`config.mk`:
```
export PLATFORM = sky130hd
export DESIGN_NAME = ddci_control
export DESIGN_NICKNAME = d
export VERILOG_FILES = /design/src/ddci_pkg.sv /design/src/ddci_control.sv /design/src/ddci_sync.sv /design/src/ddci_shifter.sv
export SDC_FILE = /design/constraint.sdc
export NUM_CORES = 1
export LEC_CHECK = 0
export BUFFER_PORTS_ARGS = -buffer_cell sky130_fd_sc_hd__buf_2
export CAP_MARGIN = 20
export CORE_MARGIN = 5
export CORE_UTILIZATION = 50
export DETAILED_ROUTE_END_ITERATION = 7
export HOLD_SLACK_MARGIN = 0.15
export PLACE_DENSITY = 0.81
export SLEW_MARGIN = 30
export SYNTH_ARGS = -nofsm -noshare
export SYNTH_HDL_FRONTEND = slang
export SYNTH_SLANG_ARGS = --single-unit
export TNS_END_PERCENT = 5
```
`constraint.sdc`:
```
create_clock -name hclk -period 2.2 [get_ports hclk]
set_input_delay 0.44 -clock hclk [delete_from_list [all_inputs] [get_ports hclk]]
set_output_delay 0.44 -clock hclk [all_outputs]
set_load 0.01 [all_outputs]
```
`src/ddci_pkg.sv`:
```
package ddci_pkg;

   // result, shift register and counter sizes
   localparam int RESULT_W = 20;
   localparam int SHIFT_W  = 2 * RESULT_W;
   localparam int CNT_W    = 12;

   // timing: the conversion count follows the nominal system clock
   localparam int NOM_CLK_MHZ   = 10;
   localparam int HCLK_MHZ      = 20;
   localparam int INTEGRATE_SIDE_SELECT_TIME_NS  = 220000;
   localparam int INTEGRATE_SIDE_SELECT_CYCLES   = (INTEGRATE_SIDE_SELECT_TIME_NS * NOM_CLK_MHZ + 999) / 1000;
   localparam int RESET_TIME_NS = 5000;
   localparam int RESET_CYCLES  = (RESET_TIME_NS * HCLK_MHZ + 999) / 1000;
   localparam logic [CNT_W-1:0] INTEGRATE_SIDE_SELECT_LAST  = CNT_W'(INTEGRATE_SIDE_SELECT_CYCLES - 1);
   localparam logic [CNT_W-1:0] RESET_LAST = CNT_W'(RESET_CYCLES - 1);

   // register byte offsets
   localparam logic [7:0] ADDR_CTRL     = 8'h00;
   localparam logic [7:0] ADDR_STATUS   = 8'h04;
   localparam logic [7:0] ADDR_IRQ_STAT = 8'h08;
   localparam logic [7:0] ADDR_IRQ_MASK = 8'h0C;
   localparam logic [7:0] ADDR_RESULT1  = 8'h10;
   localparam logic [7:0] ADDR_RESULT2  = 8'h14;

   // field positions
   localparam int CTRL_RUN_BIT  = 0;
   localparam int STS_STATE_LSB = 0;
   localparam int STS_SIDE_BIT  = 8;
   localparam int STS_READY_BIT = 12;
   localparam int STS_RANGE_LSB = 16;
   localparam int IRQ_LOAD_BIT  = 0;
   localparam int IRQ_EDGE_BIT  = 1;
   localparam int IRQ_OVR_BIT   = 2;
   localparam int IRQ_W         = 3;

   // reset values
   localparam logic             CTRL_RUN_RST = 1'h1;
   localparam logic [IRQ_W-1:0] IRQ_MASK_RST = 3'h0;

   // sequencer states
   typedef enum logic [4:0] {
      ST_IDLE  = 5'h01,
      ST_CONV1 = 5'h02,
      ST_CONV2 = 5'h04,
      ST_RESET = 5'h08,
      ST_WAIT  = 5'h10
   } ddci_state_type;

   // front end switch controls shared by both inputs
   typedef struct packed {
      logic       int_a;
      logic       int_b;
      logic       ref_a;
      logic       ref_b;
      logic [1:0] mux_sel;
   } ddci_switch_type;

   // captured bus address phase
   typedef struct packed {
      logic       wr;
      logic [7:0] addr;
   } ddci_req_type;

endpackage : ddci_pkg

```
`src/ddci_control.sv`:
```
`timescale 1ns/1ps
module ddci_control
   import ddci_pkg::*;
(
   input  wire logic                hclk,
   input  wire logic                hresetn,
   input  wire logic                hsel,
   input  wire logic [31:0]         haddr,
   input  wire logic [1:0]          htrans,
   input  wire logic                hwrite,
   input  wire logic [2:0]          hsize,
   input  wire logic [31:0]         hwdata,
   input  wire logic                hready,
   output logic                     hreadyout,
   output logic      [31:0]         hrdata,
   output logic                     hresp,
   input  wire logic                integrate_side_select,
   input  wire logic                gain_select_bit0,
   input  wire logic                gain_select_bit1,
   input  wire logic                gain_select_bit2,
   input  wire logic                shift_clock,
   input  wire logic                shift_enable_n,
   input  wire logic                cascade_in,
   input  wire logic [RESULT_W-1:0] adc_code,
   output logic                     serial_out,
   output logic                     serial_out_en,
   output logic                     result_ready_n,
   output ddci_switch_type          switches,
   output logic      [2:0]          cap_code,
   output logic                     ext_cap_en,
   output logic                     irq
);
   // pin synchronisation: select, shift pins, cascade and range code; the transmit
   // enable stages reset high, its idle level, so no false enable follows reset
   logic [6:0] pins_s;
   logic       sel_s, sclk_s, sen_n_s, casc_s;
   logic [2:0] gain_s;
   ddci_sync #(.W(7), .RST(7'h10)) u_sync (
      .clk   (hclk),
      .rst_n (hresetn),
      .d     ({integrate_side_select, shift_clock, shift_enable_n, cascade_in,
                gain_select_bit2, gain_select_bit1, gain_select_bit0}),
      .q     (pins_s)
   );
   assign sel_s   = pins_s[6];
   assign sclk_s  = pins_s[5];
   assign sen_n_s = pins_s[4];
   assign casc_s  = pins_s[3];
   assign gain_s  = pins_s[2:0];
   // bus decode used by both the read and the write paths
   function automatic logic hit(input logic [7:0] a, input logic [7:0] off);
      hit = (a == off);
   endfunction : hit
   // bus slave: one wait state so read data can come from a register
   ddci_req_type req_q, req_d;
   logic         pend_q, pend_d;
   logic         hready_d;
   logic [31:0]  rdata_d;
   logic         accept;
   logic         wr_en;
   // software state
   logic             run_q, run_d;
   logic [IRQ_W-1:0] stat_q, stat_d, mask_q, mask_d, events;
   logic             irq_d;
   logic [RESULT_W-1:0] last1_q, last1_d, last2_q, last2_d;
   // sequencer state
   ddci_state_type   state_q, state_d;
   logic [CNT_W-1:0] cnt_q, cnt_d;
   logic             side_q, side_d;
   logic             sel_prev_q;
   ddci_switch_type  sw_d;
   logic [RESULT_W-1:0] res1_q, res1_d;
   logic [2:0]       cap_d;
   logic             ext_d;
   logic             load;
   logic             rise, fall;
   assign accept = hsel & hready & htrans[1];
   assign wr_en  = pend_q & req_q.wr;
   always_comb
   begin
      pend_d   = pend_q;
      req_d    = req_q;
      hready_d = hreadyout;
      rdata_d  = hrdata;
      if (pend_q)
      begin
         pend_d   = 1'b0;
         hready_d = 1'b1;
         rdata_d  = 32'h0000_0000;      // unmapped reads give zero
         if (hit(req_q.addr, ADDR_CTRL))
            rdata_d[CTRL_RUN_BIT] = run_q;
         if (hit(req_q.addr, ADDR_STATUS))
         begin
            rdata_d[STS_STATE_LSB +: 5] = state_q;
            rdata_d[STS_SIDE_BIT]       = side_q;
            rdata_d[STS_READY_BIT]      = result_ready_n;
            rdata_d[STS_RANGE_LSB +: 3] = cap_code;
         end
         if (hit(req_q.addr, ADDR_IRQ_STAT))
            rdata_d[IRQ_W-1:0] = stat_q;
         if (hit(req_q.addr, ADDR_IRQ_MASK))
            rdata_d[IRQ_W-1:0] = mask_q;
         if (hit(req_q.addr, ADDR_RESULT1))
            rdata_d[RESULT_W-1:0] = last1_q;
         if (hit(req_q.addr, ADDR_RESULT2))
            rdata_d[RESULT_W-1:0] = last2_q;
      end
      else if (accept)
      begin
         pend_d   = 1'b1;
         hready_d = 1'b0;
         req_d    = '{wr: hwrite, addr: haddr[7:0]};
      end
   end
   always_ff @(posedge hclk or negedge hresetn)
   begin
      if (!hresetn)
      begin
         pend_q    <= 1'b0;
         req_q     <= '0;
         hreadyout <= 1'b1;
         hrdata    <= 32'h0000_0000;
         hresp     <= 1'b0;
      end
      else
      begin
         pend_q    <= pend_d;
         req_q     <= req_d;
         hreadyout <= hready_d;
         hrdata    <= rdata_d;
         hresp     <= 1'b0;               // always OKAY
      end
   end

   // control, interrupt status and mask; a new event beats its clear
   assign events[IRQ_LOAD_BIT] = load;
   assign events[IRQ_EDGE_BIT] = rise | fall;
   assign events[IRQ_OVR_BIT]  = load & ~result_ready_n;   // previous result never shifted out
   always_comb
   begin
      run_d   = run_q;
      mask_d  = mask_q;
      stat_d  = stat_q;
      last1_d = last1_q;
      last2_d = last2_q;
      if (wr_en && hit(req_q.addr, ADDR_CTRL))
         run_d = hwdata[CTRL_RUN_BIT];
      if (wr_en && hit(req_q.addr, ADDR_IRQ_MASK))
         mask_d = hwdata[IRQ_W-1:0];
      if (wr_en && hit(req_q.addr, ADDR_IRQ_STAT))
         stat_d = stat_q & ~hwdata[IRQ_W-1:0];
      stat_d = stat_d | events;
      if (load)
      begin
         last1_d = res1_q;
         last2_d = adc_code;
      end
      irq_d = |(stat_d & mask_d);
   end
   always_ff @(posedge hclk or negedge hresetn)
   begin
      if (!hresetn)
      begin
         run_q   <= CTRL_RUN_RST;
         mask_q  <= IRQ_MASK_RST;
         stat_q  <= '0;
         irq     <= 1'b0;
         last1_q <= '0;
         last2_q <= '0;
      end
      else
      begin
         run_q   <= run_d;
         mask_q  <= mask_d;
         stat_q  <= stat_d;
         irq     <= irq_d;
         last1_q <= last1_d;
         last2_q <= last2_d;
      end
   end

   // sequencer: edges of the sampled select line steer the front end
   assign rise = sel_s & ~sel_prev_q;
   assign fall = ~sel_s & sel_prev_q;
   always_comb
   begin
      state_d = state_q;
      cnt_d   = cnt_q + CNT_W'(1);
      side_d  = side_q;
      sw_d    = switches;
      res1_d  = res1_q;
      load    = 1'b0;
      // same code to both integrators; zero picks external parts
      cap_d   = gain_s;
      ext_d   = (gain_s == 3'h0);
      case (state_q)
         ST_CONV1:
            if (cnt_q == INTEGRATE_SIDE_SELECT_LAST)
            begin
               res1_d       = adc_code;
               state_d      = ST_CONV2;
               cnt_d        = '0;
               sw_d.mux_sel = {side_q, 1'b1};
            end
         ST_CONV2:
            if (cnt_q == INTEGRATE_SIDE_SELECT_LAST)
            begin
               load    = 1'b1;
               state_d = ST_RESET;
               cnt_d   = '0;
               sw_d.ref_a = ~side_q;
               sw_d.ref_b = side_q;
            end
         ST_RESET:
            if (cnt_q == RESET_LAST)
            begin
               state_d    = ST_WAIT;
               cnt_d      = '0;
               sw_d.ref_a = 1'b0;
               sw_d.ref_b = 1'b0;
            end
         ST_IDLE, ST_WAIT:
            cnt_d = cnt_q;
         default:
         begin
            state_d = ST_IDLE;
            cnt_d   = '0;
         end
      endcase
      // with run set, an edge restarts the cycle, even if the last one was unfinished
      if (rise || fall)
      begin
         sw_d.int_a = rise;
         sw_d.int_b = fall;
         sw_d.ref_a = 1'b0;
         sw_d.ref_b = 1'b0;
         if (run_q)
         begin
            side_d       = rise;
            state_d      = ST_CONV1;
            cnt_d        = '0;
            sw_d.mux_sel = {rise, 1'b0};
         end
      end
   end

   always_ff @(posedge hclk or negedge hresetn)
   begin
      if (!hresetn)
      begin
         state_q    <= ST_IDLE;
         cnt_q      <= '0;
         side_q     <= 1'b0;
         sel_prev_q <= 1'b0;
         switches   <= '0;
         res1_q     <= '0;
         cap_code   <= 3'h0;
         ext_cap_en <= 1'b0;
      end
      else
      begin
         state_q    <= state_d;
         cnt_q      <= cnt_d;
         side_q     <= side_d;
         sel_prev_q <= sel_s;
         switches   <= sw_d;
         res1_q     <= res1_d;
         cap_code   <= cap_d;
         ext_cap_en <= ext_d;
      end
   end
   // serial readout on its own sampled clock
   ddci_shifter u_shift (
      .clk              (hclk),
      .rst_n            (hresetn),
      .load             (load),
      .load_data        ({res1_q, adc_code}),
      .shift_clock_s    (sclk_s),
      .shift_enable_n_s (sen_n_s),
      .cascade_s        (casc_s),
      .serial_out       (serial_out),
      .serial_out_en    (serial_out_en),
      .result_ready_n   (result_ready_n)
   );
endmodule : ddci_control

```
`src/ddci_sync.sv`:
```
`timescale 1ns/1ps
// two flop synchroniser for pins from outside the clock domain
module ddci_sync
   import ddci_pkg::*;
#(
   parameter int           W   = 1,
   parameter logic [W-1:0] RST = '0
)
(
   input  wire logic         clk,
   input  wire logic         rst_n,
   input  wire logic [W-1:0] d,
   output logic      [W-1:0] q
);

   logic [W-1:0] meta_q;

   // first stage feeds only the second; both reset to the pins' idle levels
   always_ff @(posedge clk or negedge rst_n)
   begin
      if (!rst_n)
      begin
         meta_q <= RST;
         q      <= RST;
      end
      else
      begin
         meta_q <= d;
         q      <= meta_q;
      end
   end

endmodule : ddci_sync

```
`src/ddci_shifter.sv`:
```
`timescale 1ns/1ps
// serial result register, shifted by the sampled shift clock
module ddci_shifter
   import ddci_pkg::*;
(
   input  wire logic               clk,
   input  wire logic               rst_n,
   input  wire logic               load,
   input  wire logic [SHIFT_W-1:0] load_data,
   input  wire logic               shift_clock_s,
   input  wire logic               shift_enable_n_s,
   input  wire logic               cascade_s,
   output logic                    serial_out,
   output logic                    serial_out_en,
   output logic                    result_ready_n
);

   logic [SHIFT_W-1:0] sreg_q, sreg_d;
   logic               sclk_prev_q;
   logic               ready_n_d;
   logic               oe_d;
   logic               shift_edge;

   // the shift clock is sampled here, so readout runs at its own rate
   assign shift_edge = shift_clock_s & ~sclk_prev_q & ~shift_enable_n_s;

   always_comb
   begin
      sreg_d    = sreg_q;
      ready_n_d = result_ready_n;
      oe_d      = ~shift_enable_n_s;
      if (shift_edge)
      begin
         sreg_d    = {sreg_q[SHIFT_W-2:0], cascade_s};
         ready_n_d = 1'b1;
      end
      // a new result wins over a shift in the same cycle
      if (load)
      begin
         sreg_d    = load_data;
         ready_n_d = 1'b0;
      end
   end

   always_ff @(posedge clk or negedge rst_n)
   begin
      if (!rst_n)
      begin
         sreg_q         <= '0;
         sclk_prev_q    <= 1'b0;
         result_ready_n <= 1'b1;
         serial_out_en  <= 1'b0;
      end
      else
      begin
         sreg_q         <= sreg_d;
         sclk_prev_q    <= shift_clock_s;
         result_ready_n <= ready_n_d;
         serial_out_en  <= oe_d;
      end
   end

   assign serial_out = sreg_q[SHIFT_W-1]; // straight from the register
endmodule : ddci_shifter

```
==> impl_results.md <==
- F_max: 427 MHz
- CTS tree: built
- WS Path Type: reg -> reg
- Final worst path period share: 106%
- RSZ-0062 raised after global routing: true
- Number of core rows: 45
- N_diodes: 0
- Die ar.: 18200 um2
- Synth Register Bits: 185
- Worst hold slack: 0.199 ns
- Crit start category: flop
- Status: complete, but fails checks
- Hold Crit Class: in -> reg
- Number of synthesized flops with an enable pin: 0
- Via density per instance: 5.63
- Post-Syn Instances: 738
- Number of iterations in the first detailed-routing pass: 5
- Share of cells above drive strength 1: 30.5%
- Routed len/inst: 18.9 um
- Final setup vio count: 92
- Leak Pwr: 4.59 nW
- Total CTS buffers: 17
- Worst-margin pin slew: 0.557 ns
- Hold Startpoint: haddr[6]
- CP Launch Point: cnt_q[3]$_DFF_PN0_
- Later-pin clock latency in the skew report: 0.44 ns
- Register area share after synthesis: 59.5%
- H-tree levels: 4
- Data arrival time of the worst path: 2.67 ns
- Num Clock Sinks: 185
- Slew HR: 62.6%
- Iteration-0 DRC Markers: 542
- Worst Reg2Reg Path Length in Cells: 6
- Gr ovfl total: 0
- Hold Path Depth: 3
- Post-route minimum period: 2.34 ns
- First-pass GRT wire length: 29100 um
- Yosys warnings: 0
- Pin count of the biggest net entering global routing: 61
- Core area: 15300 um2
- Reg2reg end: res1_q[14]$_DFFE_PN0P_
- Starting Density: 51.1%
- Worst-path clk slew: 0.07 ns
- Final WL: 20500 um
- PD cells: 811 nW/um2
- Vias in the first global route: 5910
- Required time worst endpoint: 2.53 ns
- Worst r2r src: cnt_q[3]$_DFF_PN0_
- FF-to-FF setup slack: -0.14 ns
- GP Congestion: 0.877
- PortBufs: 78
- Finished Core Util: 65.1%
- Nets: 966
- Post-synthesis cell type count: 55
- Peak supply drop: 0.571 mV
- Initial antenna violation count: 0
- Failing checks: negative setup slack
- WHS Endpoint: req_q[6]$_DFFE_PN0P_
- Setup WS post-layout: -0.140 ns
- DRC: 0
- Main synth FF type: dfrtp_1
- Die W: 135 um
- IO Count: 149
- Layout Skew: 0.0198 ns
- Crit path capture type: flop
- Final count of hold timing violations: 0
- Max-Cap Viols: 0
- Hpwl dp: 11700 um
- Die height: 135 um
- Async SR Flop Fraction: 100%
- Crit Path Max Fanout: 5
- GR Util All Layers: 20.1%
- Via count: 6113
- Syn Area/Cell: 10.6 um2
- Post-route ant nets: 0
- Post-Syn Area: 7790 um2
- Syn-to-layout area delta: 27.5%
- Final Slew Violations: 0
- Root buf cell: clkbuf_16
- CTS max path bufs: 2
-- layout make-up --
cell class	instances	area [um2]
fillers	1102	5330
flip-flops and latches	185	4640
multi-input cells	502	3180
repair buffers	146	1240
clock buffers	24	482
well taps	211	264
clock inverters	8	88.8
inverters	10	37.5
-- Yosys cell counts (4+ instances only) --
cell / instances / area share (%)
dfrtp_1: 179 / 58
nand2_1: 178 / 8.6
nor2_1: 46 / 2.2
mux2i_1: 42 / 5.4
o21ai_1: 31 / 2.0
clkbuf_1: 26 / 1.3
a21oi_1: 24 / 1.5
mux2_2: 23 / 3.3
o21ai_0: 21 / 1.3
buf_4: 19 / 1.8
nand3_1: 17 / 1.1
a22oi_1: 16 / 1.5
inv_1: 10 / 0.48
nor3_1: 10 / 0.64
a31oi_1: 7 / 0.56
buf_2: 7 / 0.45
dfstp_2: 6 / 2.0
a222oi_1: 5 / 0.64
nand2b_1: 5 / 0.40
o2bb2ai_1: 4 / 0.45
xnor2_1: 4 / 0.45
-- worst max-delay path by stage --
stage	cells past startpoint	to	slack [ns]
after floorplan	5	res1_q[2]$_DFFE_PN0P_	0.004
after global routing	6	res1_q[14]$_DFFE_PN0P_	-0.15
after global placement	5	res1_q[15]$_DFFE_PN0P_	-0.10
after CTS	5	res1_q[5]$_DFFE_PN0P_	-0.14
after detailed placement	5	res1_q[5]$_DFFE_PN0P_	-0.13
final	6	res1_q[14]$_DFFE_PN0P_	-0.14
-- cell usage in the layout, fill, tap and decap left out, types with 8 or more instances in the layout --
master         netlist  routed
a21oi_1             24      24
a22oi_1             16      15
buf_2                7      77
buf_4               19      37
clkbuf_16            0      26
conb_1               1      13
dfrtp_1            179     179
dlygate4sd3_1        0       8
inv_1               10      10
mux2_4               0      18
mux2i_1             42      42
nand2_1            178     135
nand2_2              0      36
nand3_1             17      17
nor2_1              46      45
nor3_1              10       9
o21ai_0             21      11
o21ai_1             31      28
o21ai_2              0      12
-- where the power goes --
group	leakage, nW	internal (mW)	total [mW]	switching [mW]
sequential	2.20	3.71	3.94	0.235
clock	0.277	1.67	2.99	1.33
combinational	2.10	0.465	1.12	0.654
-- state kept, by name, summed over array words and instances (netlist names), 3 cells and up --
signal,cells
u_shift.sreg_q,40
hrdata,20
last1_q,20
last2_q,20
res1_q,20
cnt_q,12
req_q,9
u_sync.meta_q,7
u_sync.q,7
switches,6
state_q,5
cap_code,3
mask_q,3
stat_q,3
-- through the flow --
stage | setup slack, ns | instances | power [mW] | instance area [um2] | TNS (ns)
final | -0.140 | 1086 | 8.06 | 9930 | -6.54
after global routing | -0.154 | 1086 | 8.39 | 9930 | -8.36
after CTS | -0.142 | 1068 | 7.98 | 9270 | -6.28
after detailed placement | -0.125 | 1028 | 5.03 | 8620 | -3.41
after global placement | -0.100 | 1028 | 4.98 | 8620 | -2.78
after floorplan | 0.00396 | 750 | 4.56 | 7840 | 0
-- logic make-up (layout without fill, tap and decap cells) --
group | count (synthesis) | count (layout) | share of synthesized area, %
and+or+nand+nor | 288 | 288 | 16.1
DFF | 185 | 185 | 59.5
AOI/OAI and AO/OA | 125 | 125 | 9.88
muxes | 66 | 66 | 9.01
buffers and inverters | 63 | 188 | 4.16
xor gates and xnor gates | 7 | 7 | 0.787
adders and majority gates | 3 | 3 | 0.482
other | 1 | 13 | 0.0481
-- metal layers --
layer  GRT usage [%]  part of all wire [%]  vias to the layer above  wire length (um)
met5               0                     0                        -                 0
met3            5.77                   5.8                       55              1190
met4            5.43                   3.0                        0               613
met2            32.1                    50                      221             10200
met1            27.1                    42                     3062              8540
li1                -                     -                     2775                 -
-- critical path, stage by stage (launching register included) --
cell and delay [ns]:
dfrtp_1 0.39, or4_4 0.58, or4_4 0.49, nor2_4 0.15
buf_12 0.14, buf_8 0.14, mux2_2 0.34
-- repair_timing --
item,4_1_cts,5_1_grt
pin swaps,0,15
buffers inserted,0,5
gates resized for setup,1,104
hold endpoints to repair,27,0
hold buffers,8,0
cloned,0,13
setup endpoints to repair,102,114
(Power assumes the default switching activity.)
